### config.mk
export PLATFORM = sky130hd
export DESIGN_NAME = adcc_top
export DESIGN_NICKNAME = d
export VERILOG_FILES = /design/src/inc/adcc_pkg.sv /design/src/logic/adcc_top.sv
export VERILOG_INCLUDE_DIRS = /design/src /design/src/inc
export SDC_FILE = /design/constraint.sdc
export NUM_CORES = 1
export LEC_CHECK = 0
export ABC_CLOCK_PERIOD_IN_PS = 4660
export BUFFER_PORTS_ARGS = -buffer_cell sky130_fd_sc_hd__buf_2
export CAP_MARGIN = 40
export CORE_MARGIN = 2
export CORE_UTILIZATION = 53
export DETAILED_ROUTE_END_ITERATION = 6
export GPL_TIMING_DRIVEN = 0
export PLACE_DENSITY = 0.85
export SLEW_MARGIN = 20
export SYNTH_ARGS = -nofsm -noshare
export SYNTH_HDL_FRONTEND = slang
export SYNTH_SLANG_ARGS = --single-unit
### constraint.sdc
create_clock -name hclk -period 4.66 [get_ports hclk]
set_input_delay 0.932 -clock hclk [delete_from_list [all_inputs] [get_ports hclk]]
set_output_delay 0.932 -clock hclk [all_outputs]
set_load 0.01 [all_outputs]
### src/inc/adcc_cfg.svh
/*
  Offsets, field positions, reset values and timing counts for the converter
  control block. Registers are numbered by index; each takes one aligned
  AHB-Lite word, so its byte address is four times its index, at base zero.
*/
// Function
// - Channel code 00..11 routes input 0..3.
// - Channel change waits for running conversion's end.
// - Enable bit seven; clearing aborts conversion.
// - Single mode: each start begins one conversion.
// - Free running: start begins first conversion.
// - First conversion 25 cycles, later 13.
// - Start reads one while busy; zero ignored.
// - Auto trigger starts on selected rising edge.
// - Done flag sets when result updated.
// - Flag clears on vector or written one.
// - Interrupt request needs flag, enable, global enable.
// - Prescaler divides by 2,2,4..128.
// - Trigger source ignored without auto trigger.
// - Trigger codes select eight listed sources.
// - Switching clear-to-set source makes rising edge.
// - Selecting free running creates no trigger.
// - Result register read-only, last conversion.
// - Disable bit forces pin digital input zero.
// - Result code scales linearly, 00 to ff.
// - Sleep entry starts conversion when idle single.
`ifndef ADCC_CFG_SVH
`define ADCC_CFG_SVH
`define ADCC_IDX_DIDR 10'h017
`define ADCC_IDX_RES 10'h019
`define ADCC_IDX_MUX 10'h01b
`define ADCC_IDX_TRG 10'h01c
`define ADCC_IDX_CSR 10'h01d
`define ADCC_IDX_TO_ADDR(i) ({(i), 2'b00})
`define ADCC_OFS_DIDR `ADCC_IDX_TO_ADDR(`ADCC_IDX_DIDR)
`define ADCC_OFS_RES `ADCC_IDX_TO_ADDR(`ADCC_IDX_RES)
`define ADCC_OFS_MUX `ADCC_IDX_TO_ADDR(`ADCC_IDX_MUX)
`define ADCC_OFS_TRG `ADCC_IDX_TO_ADDR(`ADCC_IDX_TRG)
`define ADCC_OFS_CSR `ADCC_IDX_TO_ADDR(`ADCC_IDX_CSR)
`define ADCC_BIT_EN 7
`define ADCC_BIT_SC 6
`define ADCC_BIT_ATE 5
`define ADCC_BIT_IF 4
`define ADCC_BIT_IE 3
`define ADCC_RST_BYTE 8'h00
`define ADCC_CYC_FIRST 5'd25
`define ADCC_CYC_NORMAL 5'd13
`endif

### src/inc/adcc_pkg.sv
/*
  Types shared by the converter control block.
  Assumes the cfg header supplies all numbers.
*/
package adcc_pkg;
  typedef enum logic [1:0] {ADCC_IDLE, ADCC_CONV} adcc_state_t;
  typedef struct packed {
    logic [1:0] channel;
    logic sample;
    logic start_core;
  } adcc_core_t;
endpackage

### src/logic/adcc_top.sv
/*
  Converter control: AHB-Lite register slave, prescaler, trigger logic and
  conversion sequencer. Assumes the analog core returns a result word that is
  valid while the conversion cycles run, and that trigger flags are on hclk.
*/
`timescale 1ns/1ps
`include "adcc_cfg.svh"
module adcc_top
  import adcc_pkg::*;
#(
  parameter int NCH = 4
) (
  input wire logic hclk, // System clock.
  input wire logic hresetn, // Asynchronous reset, active low.
  input wire logic hsel, // Slave select.
  input wire logic [31:0] haddr, // Byte address.
  input wire logic [1:0] htrans, // Transfer type.
  input wire logic hwrite, // Write strobe.
  input wire logic [2:0] hsize, // Transfer size.
  input wire logic [31:0] hwdata, // Write data.
  input wire logic hready, // Bus ready.
  output logic [31:0] hrdata, // Read data.
  output logic hreadyout, // Slave ready.
  output logic hresp, // Response, always OKAY.
  input wire logic [6:0] trig_flags, // Trigger flags, sources 1 to 7.
  input wire logic global_irq_en, // Global interrupt enable.
  input wire logic vector_ack, // Vector executed, one-cycle pulse.
  input wire logic sleep_enter, // Processor halted in a quiet sleep.
  input wire logic [7:0] core_result, // Result from the analog core.
  input wire logic [NCH-1:0] pin_raw, // Raw pin levels.
  output logic [NCH-1:0] pin_digital, // Filtered digital inputs.
  output logic [NCH-1:0] buffer_off, // Digital buffer disable.
  output adcc_core_t core_ctl, // Drive to the analog core.
  output logic irq // Conversion-complete interrupt request.
);
  // ----------------------------------------------------------------
  // Bus slave
  // ----------------------------------------------------------------
  logic wr_pend_reg, wr_pend_next;
  logic [11:0] addr_reg, addr_next;
  logic [7:0] mux_reg, mux_next, trg_reg, trg_next, did_reg, did_next;
  logic [7:0] csr_reg, csr_next, res_reg, res_next;
  logic [1:0] cur_ch_reg, cur_ch_next;
  logic [7:0] div_reg, div_next;
  logic [4:0] cyc_reg, cyc_next;
  logic first_reg, first_next, trg_prev_reg, trg_prev_next;
  logic [2:0] src_prev_reg, src_prev_next;
  logic [31:0] rd_reg, rd_next;
  logic [NCH-1:0] s1_reg, s2_reg, s3_reg, pin_reg, pin_next;
  adcc_state_t st_reg, st_next;
  logic wr, tick, trig_now, trig_sel, start_req, done;
  // High in the data phase of a control write that switches the converter on.
  logic enable_rise;
  logic [7:0] wbyte;

  // Divider mask: code 0 and 1 both give divide by 2.
  function automatic logic [7:0] div_mask(input logic [2:0] code);
    logic [2:0] c;
    c = (code == 3'd0) ? 3'd1 : code;
    div_mask = 8'((9'h001 << c) - 9'h001);
  endfunction

  // Address phase is accepted every cycle; the slave never stalls.
  assign wr = wr_pend_reg;
  assign wbyte = hwdata[7:0];
  assign hreadyout = 1'b1;
  assign hresp = 1'b0;
  assign hrdata = rd_reg;
  assign enable_rise = wr && addr_reg == `ADCC_OFS_CSR && !csr_reg[`ADCC_BIT_EN] &&
                       wbyte[`ADCC_BIT_EN];

  // ----------------------------------------------------------------
  // Prescaler
  // ----------------------------------------------------------------
  // Prescaler tick, one hclk pulse per converter clock.
  assign tick = (div_reg & div_mask(csr_reg[2:0])) == div_mask(csr_reg[2:0]);

  // ----------------------------------------------------------------
  // Trigger selection
  // ----------------------------------------------------------------
  // Selected trigger level; code zero follows the done flag.
  always_comb begin
    trig_sel = 1'b0;
    if (trg_reg[2:0] == 3'd0) begin
      trig_sel = csr_reg[`ADCC_BIT_IF];
    end else begin
      trig_sel = trig_flags[trg_reg[2:0] - 3'd1];
    end
  end

  // The edge is taken against last cycle's selected level, so a switch from a clear
  // source onto one that is already set counts as an edge, as software expects.
  // Rising edge; also fires on a source switch, not on switching to 0.
  assign trig_now = csr_reg[`ADCC_BIT_ATE] && trig_sel && !trg_prev_reg &&
                    !(trg_reg[2:0] == 3'd0 && src_prev_reg != 3'd0);
  assign done = (st_reg == ADCC_CONV) && tick && (cyc_reg == 5'd1);

  // ----------------------------------------------------------------
  // Start requests
  // ----------------------------------------------------------------
  // Start sources: software, auto trigger, sleep entry.
  assign start_req = (wr && addr_reg == `ADCC_OFS_CSR && wbyte[`ADCC_BIT_SC]) ||
                     trig_now || (sleep_enter && !csr_reg[`ADCC_BIT_ATE]);

  // ----------------------------------------------------------------
  // Next state
  // ----------------------------------------------------------------
  // Next-state logic for registers and sequencer.
  always_comb begin
    wr_pend_next = hsel && hready && htrans[1] && hwrite;
    addr_next = (hsel && hready && htrans[1]) ? haddr[11:0] : addr_reg;
    mux_next = mux_reg;
    trg_next = trg_reg;
    did_next = did_reg;
    csr_next = csr_reg;
    res_next = res_reg;
    cur_ch_next = cur_ch_reg;
    div_next = 8'(div_reg + 8'h01);
    cyc_next = cyc_reg;
    first_next = first_reg;
    st_next = st_reg;
    trg_prev_next = trig_sel;
    src_prev_next = trg_reg[2:0];
    rd_next = 32'h0;
    pin_next = pin_reg;
    if (s2_reg == s3_reg) begin
      pin_next = s3_reg;
    end
    if (hsel && hready && htrans[1] && !hwrite) begin
      case (haddr[11:0])
        `ADCC_OFS_DIDR: rd_next = {24'h0, 4'h0, did_reg[3:0]};
        `ADCC_OFS_RES: rd_next = {24'h0, res_reg};
        `ADCC_OFS_MUX: rd_next = {24'h0, 6'h0, mux_reg[1:0]};
        `ADCC_OFS_TRG: rd_next = {24'h0, 5'h0, trg_reg[2:0]};
        `ADCC_OFS_CSR: rd_next = {24'h0, csr_reg};
        default: rd_next = 32'h0;
      endcase
    end
    if (wr) begin
      case (addr_reg)
        `ADCC_OFS_DIDR: did_next = {4'h0, wbyte[3:0]};
        `ADCC_OFS_MUX: mux_next = {6'h0, wbyte[1:0]};
        `ADCC_OFS_TRG: trg_next = {5'h0, wbyte[2:0]};
        `ADCC_OFS_CSR: begin
          csr_next = {wbyte[7], csr_reg[6], wbyte[5], csr_reg[4], wbyte[3:0]};
          if (wbyte[`ADCC_BIT_IF]) begin
            csr_next[`ADCC_BIT_IF] = 1'b0;
          end
          if (!csr_reg[`ADCC_BIT_EN] && wbyte[`ADCC_BIT_EN]) begin
            first_next = 1'b1;
          end
        end
        default: ;
      endcase
    end
    if (vector_ack) begin
      csr_next[`ADCC_BIT_IF] = 1'b0;
    end
    case (st_reg)
      ADCC_IDLE: begin
        if (start_req && csr_next[`ADCC_BIT_EN]) begin
          st_next = ADCC_CONV;
          cur_ch_next = mux_next[1:0];
          cyc_next = first_next ? `ADCC_CYC_FIRST : `ADCC_CYC_NORMAL;
          first_next = 1'b0;
          csr_next[`ADCC_BIT_SC] = 1'b1;
          div_next = 8'h00;
        end
      end
      ADCC_CONV: begin
        if (tick) begin
          cyc_next = 5'(cyc_reg - 5'd1);
        end
        if (done) begin
          res_next = core_result;
          csr_next[`ADCC_BIT_IF] = 1'b1;
          cur_ch_next = mux_reg[1:0];
          if (csr_next[`ADCC_BIT_ATE] && trg_reg[2:0] == 3'd0) begin
            cyc_next = `ADCC_CYC_NORMAL;
          end else begin
            st_next = ADCC_IDLE;
            csr_next[`ADCC_BIT_SC] = 1'b0;
          end
        end
      end
      default: st_next = ADCC_IDLE;
    endcase
    if (!csr_next[`ADCC_BIT_EN]) begin
      st_next = ADCC_IDLE;
      csr_next[`ADCC_BIT_SC] = 1'b0;
    end
  end

  // ----------------------------------------------------------------
  // State registers
  // ----------------------------------------------------------------
  // Registers only; reset loads constants.
  always_ff @(posedge hclk or negedge hresetn) begin
    if (!hresetn) begin
      wr_pend_reg <= 1'b0;
      addr_reg <= 12'h000;
      mux_reg <= `ADCC_RST_BYTE;
      trg_reg <= `ADCC_RST_BYTE;
      did_reg <= `ADCC_RST_BYTE;
      csr_reg <= `ADCC_RST_BYTE;
      res_reg <= `ADCC_RST_BYTE;
      cur_ch_reg <= 2'h0;
      div_reg <= 8'h00;
      cyc_reg <= 5'h00;
      first_reg <= 1'b0;
      st_reg <= ADCC_IDLE;
      trg_prev_reg <= 1'b0;
      src_prev_reg <= 3'h0;
      rd_reg <= 32'h0;
      s1_reg <= '0;
      s2_reg <= '0;
      s3_reg <= '0;
      pin_reg <= '0;
    end else begin
      wr_pend_reg <= wr_pend_next;
      addr_reg <= addr_next;
      mux_reg <= mux_next;
      trg_reg <= trg_next;
      did_reg <= did_next;
      csr_reg <= csr_next;
      res_reg <= res_next;
      cur_ch_reg <= cur_ch_next;
      div_reg <= div_next;
      cyc_reg <= cyc_next;
      first_reg <= first_next;
      st_reg <= st_next;
      trg_prev_reg <= trg_prev_next;
      src_prev_reg <= src_prev_next;
      rd_reg <= rd_next;
      s1_reg <= pin_raw;
      s2_reg <= s1_reg;
      s3_reg <= s2_reg;
      pin_reg <= pin_next;
    end
  end

  // ----------------------------------------------------------------
  // Outputs
  // ----------------------------------------------------------------
  // Disabled pins read zero; the buffer-off drive goes to the pads.
  assign pin_digital = pin_reg & ~did_reg[NCH-1:0];
  assign buffer_off = did_reg[NCH-1:0];
  assign core_ctl.channel = cur_ch_reg;
  assign core_ctl.sample = (st_reg == ADCC_CONV);
  assign core_ctl.start_core = (st_reg == ADCC_CONV) && (cyc_reg == `ADCC_CYC_FIRST);
  assign irq = csr_reg[`ADCC_BIT_IF] && csr_reg[`ADCC_BIT_IE] && global_irq_en;

  // ----------------------------------------------------------------
  // Assertions
  // ----------------------------------------------------------------
  // Interrupt request and flag handling.
  irq_gate_a: assert property (
    @(posedge hclk) disable iff (!hresetn)
    irq == (csr_reg[4] && csr_reg[3] && global_irq_en))
    else $error("interrupt request not gated by flag and enables");
  done_sets_a: assert property (
    @(posedge hclk) disable iff (!hresetn)
    done && !vector_ack |=> csr_reg[4] && res_reg == $past(core_result))
    else $error("completion did not set flag with result");
  flag_rise_a: assert property (
    @(posedge hclk) disable iff (!hresetn)
    $rose(csr_reg[4]) |-> $past(done))
    else $error("flag rose without a completion");
  vec_clear_a: assert property (
    @(posedge hclk) disable iff (!hresetn)
    vector_ack && !done |=> !csr_reg[4])
    else $error("vector did not clear flag");
  write_clear_a: assert property (
    @(posedge hclk) disable iff (!hresetn)
    wr && addr_reg == `ADCC_OFS_CSR && wbyte[4] && !done |=> !csr_reg[4])
    else $error("written one did not clear flag");
  // A completion in the same cycle as a clear must not be lost.
  set_wins_a: assert property (
    @(posedge hclk) disable iff (!hresetn)
    done && (vector_ack || (wr && addr_reg == `ADCC_OFS_CSR && wbyte[4])) |=> csr_reg[4])
    else $error("clear beat a completion");

  // Enable, start bit and sequencer.
  off_abort_a: assert property (
    @(posedge hclk) disable iff (!hresetn)
    !csr_reg[7] |-> st_reg == ADCC_IDLE && !csr_reg[6])
    else $error("conversion runs while disabled");
  busy_bit_a: assert property (
    @(posedge hclk) disable iff (!hresetn)
    csr_reg[6] == (st_reg == ADCC_CONV))
    else $error("start bit does not follow busy state");
  sc_zero_a: assert property (
    @(posedge hclk) disable iff (!hresetn)
    wr && addr_reg == `ADCC_OFS_CSR && !wbyte[6] && st_reg == ADCC_IDLE && !trig_now &&
    !sleep_enter |=> !csr_reg[6])
    else $error("writing zero to start bit started a conversion");
  start_go_a: assert property (
    @(posedge hclk) disable iff (!hresetn)
    st_reg == ADCC_IDLE && start_req && csr_next[7] |=> st_reg == ADCC_CONV && csr_reg[6])
    else $error("start request did not begin a conversion");
  single_end_a: assert property (
    @(posedge hclk) disable iff (!hresetn)
    done && !(csr_next[5] && trg_reg[2:0] == 3'd0) |=> st_reg == ADCC_IDLE && !csr_reg[6])
    else $error("single conversion did not stop");
  free_restart_a: assert property (
    @(posedge hclk) disable iff (!hresetn)
    done && csr_next[5] && csr_next[7] && trg_reg[2:0] == 3'd0 |=>
    st_reg == ADCC_CONV && cyc_reg == `ADCC_CYC_NORMAL)
    else $error("free running did not restart");
  sleep_start_a: assert property (
    @(posedge hclk) disable iff (!hresetn)
    sleep_enter && st_reg == ADCC_IDLE && !csr_reg[5] && csr_next[7] |=> st_reg == ADCC_CONV)
    else $error("sleep entry did not start a conversion");
  enable_first_a: assert property (
    @(posedge hclk) disable iff (!hresetn)
    enable_rise |=> first_reg || st_reg == ADCC_CONV)
    else $error("enable did not arm the long first conversion");

  // Conversion length and prescaler.
  len_limit_a: assert property (
    @(posedge hclk) disable iff (!hresetn)
    st_reg == ADCC_CONV |-> cyc_reg <= 5'd25 && cyc_reg != 5'd0)
    else $error("conversion cycle count out of range");
  first_len_a: assert property (
    @(posedge hclk) disable iff (!hresetn)
    st_reg == ADCC_IDLE && st_next == ADCC_CONV && (first_reg || enable_rise) |=>
    cyc_reg == `ADCC_CYC_FIRST)
    else $error("first conversion not given the long count");
  later_len_a: assert property (
    @(posedge hclk) disable iff (!hresetn)
    st_reg == ADCC_IDLE && st_next == ADCC_CONV && !first_reg && !enable_rise |=>
    cyc_reg == `ADCC_CYC_NORMAL)
    else $error("later conversion not given the normal count");
  cyc_step_a: assert property (
    @(posedge hclk) disable iff (!hresetn)
    st_reg == ADCC_CONV && tick && !done |=> cyc_reg == 5'($past(cyc_reg) - 5'd1))
    else $error("cycle count did not step on a converter tick");
  cyc_hold_a: assert property (
    @(posedge hclk) disable iff (!hresetn)
    st_reg == ADCC_CONV && !tick |=> cyc_reg == $past(cyc_reg))
    else $error("cycle count moved between converter ticks");
  tick_gap_a: assert property (
    @(posedge hclk) disable iff (!hresetn)
    tick |=> !tick)
    else $error("converter clock faster than half the system clock");
  tick_odd_a: assert property (
    @(posedge hclk) disable iff (!hresetn)
    tick |-> div_reg[0])
    else $error("converter tick off the divider phase");

  // Channel, result and disabled pins.
  chan_hold_a: assert property (
    @(posedge hclk) disable iff (!hresetn)
    st_reg == ADCC_CONV && !$past(done) && $past(st_reg) == ADCC_CONV |-> $stable(cur_ch_reg))
    else $error("channel changed mid conversion");
  chan_latch_a: assert property (
    @(posedge hclk) disable iff (!hresetn)
    st_reg == ADCC_IDLE && st_next == ADCC_CONV |=> cur_ch_reg == $past(mux_next[1:0]))
    else $error("channel not latched at start");
  res_hold_a: assert property (
    @(posedge hclk) disable iff (!hresetn)
    !done |=> res_reg == $past(res_reg))
    else $error("result changed without a completion");
  pin_zero_a: assert property (
    @(posedge hclk) disable iff (!hresetn)
    (pin_digital & did_reg[NCH-1:0]) == '0)
    else $error("disabled pin reads one");

  // Trigger logic.
  no_auto_a: assert property (
    @(posedge hclk) disable iff (!hresetn)
    !csr_reg[5] |-> !trig_now)
    else $error("trigger fired without auto trigger");
  trig_edge_a: assert property (
    @(posedge hclk) disable iff (!hresetn)
    csr_reg[5] && trig_sel && !trg_prev_reg && trg_reg[2:0] != 3'd0 |-> trig_now)
    else $error("rising trigger edge was missed");
  free_quiet_a: assert property (
    @(posedge hclk) disable iff (!hresetn)
    trg_reg[2:0] == 3'd0 && $past(trg_reg[2:0]) != 3'd0 |-> !trig_now)
    else $error("switching to free running made a trigger");
endmodule

==> results of run 1 <==
==> cells in the final DEF (no fill, tap or decap), drive strengths merged, types with 2 or more instances in the layout <==
| cell | netlist | routed |
|---|---|---|
| a221o | 2 | 2 |
| nor4 | 5 | 5 |
| bufinv | 0 | 2 |
| inv | 13 | 16 |
| o21ai | 7 | 7 |
| and4 | 2 | 2 |
| conb | 2 | 26 |
| nand4b | 2 | 2 |
| a22oi | 6 | 6 |
| nand4 | 3 | 3 |
| buf | 29 | 96 |
| o21a | 3 | 3 |
| ha | 6 | 6 |
| xor2 | 8 | 8 |
| nor2b | 12 | 12 |
| a21o | 3 | 3 |
| mux2i | 3 | 3 |
| a22o | 2 | 2 |
| nor3 | 7 | 7 |
| xnor2 | 3 | 3 |
| a31o | 2 | 2 |
| and3 | 2 | 2 |
| clkbuf | 5 | 14 |
| a21boi | 2 | 2 |
| clkinv | 0 | 2 |
| a221oi | 2 | 2 |
| nor3b | 3 | 3 |
| a211oi | 5 | 5 |
| a21oi | 4 | 4 |
| and4b | 2 | 2 |
| nor2 | 23 | 23 |
| dfrtp | 83 | 83 |
| mux2 | 39 | 39 |
| nand3 | 7 | 7 |
| nand2 | 17 | 17 |
| nor4b | 2 | 2 |
==> routing by layer <==
layer	up-vias	part of all wire
met3	15	0.050
met1	1400	0.42
li1	1338	-
met4	0	0.025
met2	98	0.51
met5	-	0
==> critical path, stage by stage (launching register included) <==
cell and delay, ps:
dfrtp_1 460, nor2_1 170, inv_1 60, ha_1 270, o21a_1 100, o221a_2 180
and4_1 180, clkbuf_1 230, buf_1 510, mux2_2 410
==> power by group through the flow <==
stage | clock, mW | sequential (mW) | combinational, mW
after detailed placement | 0 | 0.860 | 0.197
after global placement | 0 | 0.856 | 0.189
after floorplan | 0 | 0.845 | 0.132
after global routing | 0.625 | 0.857 | 0.217
after CTS | 0.595 | 0.846 | 0.198
final | 0.587 | 0.846 | 0.196
==> per-stage QoR <==
stage          worst slack, ps  std cells
5_1_grt                   1835        538
3_5_place_dp              1896        522
4_1_cts                   1984        538
2_1_floorplan             2335        356
3_3_place_gp              2003        521
6_report                  1985        538
==> logic make-up (layout without fill, tap and decap cells) <==
kind of cell / after synthesis / after routing / share of synthesized area
compound gates: 46 / 46 / 0.09176
xor+xnor: 11 / 11 / 0.02462
fa+ha+maj: 6 / 6 / 0.01918
buf+inv: 47 / 130 / 0.07225
flops: 83 / 83 / 0.5307
mux: 43 / 43 / 0.1266
other cells: 2 / 26 / 0.001919
simple gates: 94 / 94 / 0.1330
==> worst max path at each step <==
stage                                  from                      to  slack [ps]  cells past startpoint
detailed placement                 haddr[9]     hrdata[7]$_DFF_PN0_        1900                      7
floorplan           addr_reg[9]$_DFFE_PN0P_  cyc_reg[0]$_DFFE_PN0P_        2330                      6
CTS                  csr_reg[2]$_DFFE_PN0P_  res_reg[5]$_DFFE_PN0P_        1980                      9
global route         csr_reg[2]$_DFFE_PN0P_  res_reg[5]$_DFFE_PN0P_        1830                      9
global placement                   haddr[9]     hrdata[3]$_DFF_PN0_        2000                      7
finish               csr_reg[2]$_DFFE_PN0P_  res_reg[3]$_DFFE_PN0P_        1980                      9
==> cell type report <==
type | instances | area share
Clock inverter | 7 | 0.02258
Inverter | 13 | 0.01036
Buffer | 34 | 0.04967
Timing Repair Buffer | 67 | 0.07490
Multi-Input combinational cell | 226 | 0.3490
Sequential cell | 83 | 0.4409
Clock buffer | 9 | 0.02629
Tap cell | 99 | 0.02629
==> impl_results.md, run 1 <==
- Status: complete, no violations
- Max Fanout on Critical Path: 10
- Vias in the first global route: 2,732
- Maxcap violations: 0
- Layout cells sized above 1: 0.3645
- Clk buf depth: 2
- CP Class: flip-flop to flip-flop
- Worst-path clk slew: 90 ps
- Number of H-tree levels: 3
- Primary FF master, synth: dfrtp_1
- NumNets Final: about 540
- Tcrit/Tclk final: 0.5741
- Vias: 2,851
- Critical Path End Type: flip-flop
- Hold_ws: 355.9 ps
- First-pass GRT wire length: 12.88 mm
- Routed Antenna Nets: 0
- Distinct cells, synth: 59
- Biggest area consumer among synthesized cells: dfrtp_1
- WL final: 7.932 mm
- Largest net degree at the start of global routing: between 40 and 50
- Cts hold-fix bufs: 0
- HPWL after detailed placement: 6.064 mm
- EDFF count, synth: 0
- RSZ-0062 raised after global routing: false
- Synth area leaders: dfrtp_1 (53%), mux2_2 (11%), buf_4 (5.0%), nor2_1 (2.2%), ha_1 (1.9%)
- Hold Path Sink: s2_reg[1]$_DFF_PN0_
- Drt wl/cell: ~15 um
- I/O pin count: 143
- Max-slew violations: 0
- CTS tree: built
- Combinational share of power: 0.120
- Die Wd: 89.93 um
- Total die area: 8087 sq um
- Final hold violation count: 0
- CTS root buffer: clkbuf_8
- Global route overflow: 0
- Post-Synthesis Cells: about 330
- Critical path data required time: 4910 ps
- Worst slew pin tran: 812.5 ps
- DRC errors left: 0
- Grt met3 use: 0.03437
- Hold/Removal Path Class: flip-flop to flip-flop
- Worst Reg-to-Reg Cells: 9
- Part of the power in registers: 0.519
- Synth async-reset ratio: 1.000
- PD cells: 346.0 nW/um^2
- Top-area cell type share of the netlist area: 0.5307
- Core area: 7214 sq um
- ANT cells: 0
- Clock Skews: 8.887 ps
- Final core utilization: 0.6530
- Ys Warns: 0
- Syn Area/Cell: around 12 sq um
- Post-DR vias/cell: 5.299
- Peak VDD IR: 236.4 uV
- GP Congestion: ~0.87
- Clock Sinks: between 80 and 90
- Post-route cell area: 4711 sq um
- Num CTS Buffers: 9
- Worst R2R Start: csr_reg[2]$_DFFE_PN0P_
- Internal Pwr Total: 1.206 mW
- Total power draw: 1.630 mW
- Hold path depth: 0
- Die Y: 89.93 um
- Area grow syn2layout: 20.36%
- Grt met1 use: 0.2476
- Setup Buffers After CTS: 0
- Met2 usage: 0.3479
- Count leader, synth: dfrtp_1
- NetSw: 0.4242 mW
- GRT Util Overall: 0.2009
- Max reg flops: 12
- Synth cell count leaders: dfrtp_1 (83), mux2_2 (39), buf_4 (26)
- Initial Util: 0.5425
- Reg2Reg Setup Slack: 1980 ps
- DP Area: 4481 sq um
- IO buf count: 66
- R2R Path End: res_reg[3]$_DFFE_PN0P_
- Reg area: 2077 sq um
- Worst-Skew Late Latency: roughly 360 ps
- Leak pwr: 2.299 nW
- Drt first pass iters: 4
- TNS Setup: 0 ps
- Initial DRC Count: 144
- Crit path time final: 2675 ps
- Clock Power Share: 0.360
- Switch share: 0.2603
- Worst slew margin: 0.4533
- PostCTS Resize Cnt: 0
- Hold Path Origin: s1_reg[1]$_DFF_PN0_
- FF+latch count, synth: 83
- Rows: 31
- Setup-failing EPs final: 0
- Crit path launch type: flip-flop
- Multi-input gate area: around 1600 sq um
- Seq/Total Area, Yosys: 0.5307
- Fmax: between 300 and 400 MHz
- Grt peak-use layer: met2
- Filler cell count: around 600
- Initial antenna violation count: 0
- CP Data Arrival Time: 2920 ps
- Post-Syn Area: 3914 sq um
No activity file was read; power rests on OpenSTA's default activity.
==> run 2, diff against run 1 <==
- ABC_CLOCK_PERIOD_IN_PS: 4660 -> 2200
- CORE_UTILIZATION: 53 -> 45
- PLACE_DENSITY: 0.85 -> 0.77
- clock period: 4.66 -> 2.2 ns (I/O delays scaled with it)
==> impl_results.md, run 2 (same netlist as run 1, synthesis figures left out) <==
- Critical Path End Type: flip-flop
- Crit path time final: between 2000 and 2500 ps
- Status: finished, violations left
- Worst slew pin tran: 732.0 ps
- Max Fanout on Critical Path: 6
- RSZ-0062 raised after global routing: true
- Part of the power in registers: 0.521
- Worst-path clk slew: 90 ps
- Total die area: 9460 sq um
- Routed Antenna Nets: 0
- NumNets Final: 545
- R2R Path End: cyc_reg[0]$_DFFE_PN0P_
- DRC errors left: 0
- Clk buf depth: 2
- First-pass GRT wire length: 13.85 mm
- GRT Util Overall: 0.1825
- CTS tree: built
- Core area: 8593 sq um
- Worst Reg-to-Reg Cells: 6
- Layout cells sized above 1: 0.4063
- Post-route cell area: 4901 sq um
- Hold/Removal Path Class: input port to asynchronous set/reset pin
- Initial antenna violation count: 0
- PD cells: 702.8 nW/um^2
- Failing checks: setup timing
- IO buf count: 66
- Final hold violation count: 0
- Die Wd: 97.26 um
- Drt wl/cell: 15.07 um
- Setup-failing EPs final: 18
- Worst R2R Start: addr_reg[11]$_DFFE_PN0P_
- HPWL after detailed placement: 6.052 mm
- Worst setup path end: cyc_reg[0]$_DFFE_PN0P_
- ANT cells: 0
- Rows: 34
- Vias: approximately 2,800
- Crit path launch type: flip-flop
- Worst Path Buf+Inv: 0
- Vias in the first global route: 2,808
- NetSw: 0.8705 mW
- Crit path max-delay cell type: or4_4
- Reg2Reg Setup Slack: -290 ps
- Top delay family on crit path: simple AND/OR/NAND/NOR gates
- Critical path data required time: 2430 ps
- CP Class: flip-flop to flip-flop
- Post-DR vias/cell: 5.059
- Die Y: 97.26 um
- Hold_ws: 106.2 ps
- Combinational share of power: 0.123
- Internal Pwr Total: around 2.6 mW
- Num CTS Buffers: 9
- Clock Power Share: 0.356
- CP Data Arrival Time: 2720 ps
- WL final: 8.381 mm
- DP Area: 4508 sq um
- Worst setup startpoint: addr_reg[11]$_DFFE_PN0P_
- Clock Skews: around 11 ps
- Tcrit/Tclk final: 1.133
- Maxcap violations: 0
- WP depth: 6
- Drt first pass iters: 5
- Worst slew margin: 0.5075
- Crit path largest cell delay: 560 ps
- Largest net degree at the start of global routing: 48
- Global route overflow: 0
- Most frequent cells in the layout: dfrtp_1 (80), buf_2 (65), mux2_2 (38)
- Final worst setup slack: -292.8 ps
- Fmax: around 400 MHz
- Peak VDD IR: 370.0 uV
- Cts hold-fix bufs: 0
- CP Cell Sequence: or4_4, nor4_4, mux2_4, a31o_4, or3_1, o21a_1
- GP Congestion: 0.8117
- CTS root buffer: clkbuf_8
- Max reg flops: 12
- Initial Util: 0.4554
- Switch share: 0.2527
- I/O pin count: 143
- Leak pwr: around 2.4 nW
- Clock Sinks: 83
- Commonest non-fill, non-tap cell in the layout: dfrtp_1
- Area grow syn2layout: 25.22%
- Number of H-tree levels: 3
- Initial DRC Count: ~120
- Worst-Skew Late Latency: 340 ps
- Max-slew violations: 0
[run 2: worst min path at each step]
stage,cells past startpoint,end
6_report,1,div_reg[4]$_DFF_PN0_
5_1_grt,1,div_reg[6]$_DFF_PN0_
4_1_cts,1,div_reg[4]$_DFF_PN0_
3_5_place_dp,0,s2_reg[1]$_DFF_PN0_
3_3_place_gp,0,s2_reg[3]$_DFF_PN0_
2_1_floorplan,0,addr_reg[0]$_DFFE_PN0P_
[run 2: power groups by stage]
stage / clock (mW) / sequential (mW) / combinational [mW]
after floorplan: 0 / 1.79 / 0.281
after CTS: 1.25 / 1.79 / 0.428
final: 1.22 / 1.79 / 0.424
after global placement: 0 / 1.81 / 0.402
after global routing: 1.32 / 1.82 / 0.476
after detailed placement: 0 / 1.82 / 0.423
[run 2: timing repair]
item                                    4_1_cts  5_1_grt
endpoints found under the setup margin       26       32
pin swaps                                     7        5
resized for setup                             9       15
buffers inserted                              6        4
gates cloned                                  1        0
[run 2: worst register-to-register path, delay by kind of cell (launching register included)]
kind             cells  cell delay (ps)
multiplexers         1              350
AND/OR/NAND/NOR      3             1280
flip-flops           1              390
AO/OA/AOI/OAI        2              360
[run 2: cell type report]
| class | count | area [sq um] |
|---|---|---|
| Buffer | 32 | 249.0 |
| Clock buffer | 11 | 141.4 |
| Clock inverter | 5 | 85.08 |
| Fill cell | 711 | 3692 |
| Inverter | 13 | 48.80 |
| Multi-Input combinational cell | 226 | 1718 |
| Sequential cell | 83 | 2081 |
| Tap cell | 108 | 135.1 |
| Timing Repair Buffer | 78 | 442.9 |
[run 2: through the flow]
| step | worst slack (ps) | utilization | TNS [ps] | power (mW) | cells |
|---|---|---|---|---|---|
| finish | -292.8 | 0.5703 | -3297 | 3.444 | 556 |
| global route | -356.5 | 0.5703 | -4542 | 3.616 | 556 |
| CTS | -255.6 | 0.5607 | -2791 | 3.469 | 553 |
| detailed placement | -298.2 | 0.5246 | -6527 | 2.245 | 531 |
| global placement | -254.9 | 0.5220 | -4847 | 2.214 | 530 |
| floorplan | -117.3 | - | -329.2 | 2.071 | 356 |
[run 2: metal layers]
metal  global-route usage  wire, um  share of wire
met5                    0         0              0
met4              0.04594        78         0.0093
met3              0.04820       450          0.054
met2               0.3056      4107           0.49
met1               0.2383      3745           0.45
==> run 3, diff against run 2 <==
- ABC_CLOCK_PERIOD_IN_PS: 2200 -> 3050
- CORE_UTILIZATION: 45 -> 55
- CTS_BUF_LIST: default -> sky130_fd_sc_hd__clkbuf_8
- PLACE_DENSITY: 0.77 -> 0.88
- clock period: 2.2 -> 3.05 ns (I/O delays scaled with it)
==> impl_results.md, run 3 (same netlist as run 1, synthesis figures left out) <==
- Setup WS pre-CTS: 382.1 ps
- Most frequent cells in the layout: dfrtp_1 (83), buf_2 (66), mux2_2 (39)
- Clock Power Share: 0.320
- CTS tree: built
- NumNets Final: about 540
- Top delay family on crit path: buffers and inverters
- Worst slew margin: 0.5762
- First-pass GRT wire length: 12.85 mm
- Internal Pwr Total: 1.736 mW
- Largest net degree at the start of global routing: 63
- Crit path time final: 2659 ps
- Final Instance Count excl. Fillers: 535
- NetSw: 0.6098 mW
- Combinational share of power: 0.129
- Crit path max-delay cell type: buf_1
- Worst slew pin tran: 635.7 ps
- Reg2Reg Setup Slack: 390 ps
- Number of H-tree levels: 3
- Crit path launch type: flip-flop
- Post-DR vias/cell: 5.308
- Vias: 2,840
- Commonest non-fill, non-tap cell in the layout: dfrtp_1
- I/O pin count: 143
- Peak VDD IR: ~330 uV
- TNS Setup: 0 ps
- Final hold violation count: 0
- Status: complete, no violations
- Initial Util: 0.5729
- Drt wl/cell: 14.89 um
- Setup Buffers After CTS: 0
- Area grow syn2layout: 19.37%
- GP Congestion: 0.8600
- Hold/Removal Path Class: input port to asynchronous set/reset pin
- R2R Path End: res_reg[7]$_DFFE_PN0P_
- Core area: 6832 sq um
- Maxcap violations: 0
- Max-slew violations: 0
- Die Y: 88.36 um
- WL final: 7.966 mm
- Clk buf depth: 2
- Fmax: 376.1 MHz
- Leak pwr: 2.283 nW
- CP Data Arrival Time: 2900 ps
- Filler cell count: 509
- Critical path data required time: 3290 ps
- Max Fanout on Critical Path: 10
- DRC errors left: 0
- PD cells: around 500 nW/um^2
- CTS root buffer: clkbuf_8
- Critical Path End Type: flip-flop
- Num CTS Buffers: 9
- Initial antenna violation count: 0
- Crit path largest cell delay: between 500 and 600 ps
- Routed Antenna Nets: 0
- Cts hold-fix bufs: 0
- Max reg flops: 12
- Tcrit/Tclk final: 0.8718
- Worst-path clk slew: ~80 ps
- Clock Skews: 8.208 ps
- CP Class: flip-flop to flip-flop
- Total die area: approximately 7800 sq um
- PostCTS Resize Cnt: 0
- Setup-failing EPs final: 0
- Switch share: 0.2599
- CP Cell Sequence: nor2_1, inv_1, ha_1, o21a_1, o221a_2, and4_1, clkbuf_1, buf_1, mux2_2
- Die Wd: between 80 and 90 um
- ANT cells: 0
- Worst Reg-to-Reg Cells: 9
- Vias in the first global route: approximately 2,700
- Final worst setup slack: 391.0 ps
- Clock Sinks: 83
- IO buf count: 66
- Drt first pass iters: 4
- Placed cell count: 519
- Initial DRC Count: around 220
- HPWL after detailed placement: roughly 6.0 mm
- Layout cells sized above 1: 0.3622
- Worst R2R Start: csr_reg[2]$_DFFE_PN0P_
- Part of the power in registers: 0.551
- Global route overflow: 0
- RSZ-0062 raised after global routing: false
- Worst-Skew Late Latency: around 350 ps
- GRT Util Overall: 0.2197
- Rows: 30
- Worst Path Buf+Inv: 3
run 3: cell type report:
type | instances | area [sq um] | area share
clock inverter | 6 | 58.81 | 0.01259
sequential | 83 | 2077 | 0.4446
multi-input combinational | 226 | 1644 | 0.3519
tap | 96 | 120.1 | 0.02571
inverter | 13 | 48.80 | 0.01044
timing repair buffer | 68 | 365.4 | 0.07820
buffer | 34 | 234.0 | 0.05008
clock buffer | 9 | 123.9 | 0.02651
run 3: how the worst max path moves through the flow:
stage / to / from / depth (start not counted) / slack, ps
after floorplan: cyc_reg[0]$_DFFE_PN0P_ / addr_reg[9]$_DFFE_PN0P_ / 6 / 720
after global routing: res_reg[5]$_DFFE_PN0P_ / csr_reg[1]$_DFFE_PN0P_ / 9 / 220
after detailed placement: res_reg[7]$_DFFE_PN0P_ / csr_reg[2]$_DFFE_PN0P_ / 9 / 380
after CTS: res_reg[7]$_DFFE_PN0P_ / csr_reg[2]$_DFFE_PN0P_ / 9 / 370
final: res_reg[7]$_DFFE_PN0P_ / csr_reg[2]$_DFFE_PN0P_ / 9 / 390
after global placement: res_reg[4]$_DFFE_PN0P_ / csr_reg[2]$_DFFE_PN0P_ / 9 / 430
run 3: stage by stage:
stage                     instance area, sq um  hold slack, ps    util  total power, mW
final                                     4672           140.0  0.6839            2.346
after global routing                      4672           152.4  0.6839            2.459
after CTS                                 4667           140.8  0.6832            2.357
after detailed placement                  4484           338.7  0.6564            1.619
after global placement                    4454           331.5  0.6520            1.594
after floorplan                           4004           314.4       -            1.494
run 3: worst register-to-register path: cells and delay by family (launching register included):
| family | cells | cell delay [ps] |
|---|---|---|
| muxes | 1 | 410 |
| AOI/OAI and AO/OA | 2 | 280 |
| buffers and inverters | 3 | 770 |
| and+or+nand+nor | 2 | 350 |
| adders and majority gates | 1 | 270 |
| DFF | 1 | 460 |
run 3: power groups by stage:
| stage | registers [mW] | logic, mW | clock network [mW] |
|---|---|---|---|
| after floorplan | 1.29 | 0.202 | 0 |
| after global placement | 1.31 | 0.288 | 0 |
| after detailed placement | 1.32 | 0.303 | 0 |
| after CTS | 1.29 | 0.305 | 0.758 |
| after global routing | 1.31 | 0.339 | 0.809 |
| final | 1.29 | 0.302 | 0.750 |
run 3: metal layers:
metal  vias up  routed length, um  share of wire  GRT usage
met5         -                  0              0          0
met2       102               4040           0.51     0.3664
met4         0                164          0.021    0.09917
met1      1383               3311           0.42     0.2737
li1       1338                  -              -          -
met3        17                450          0.056    0.05131
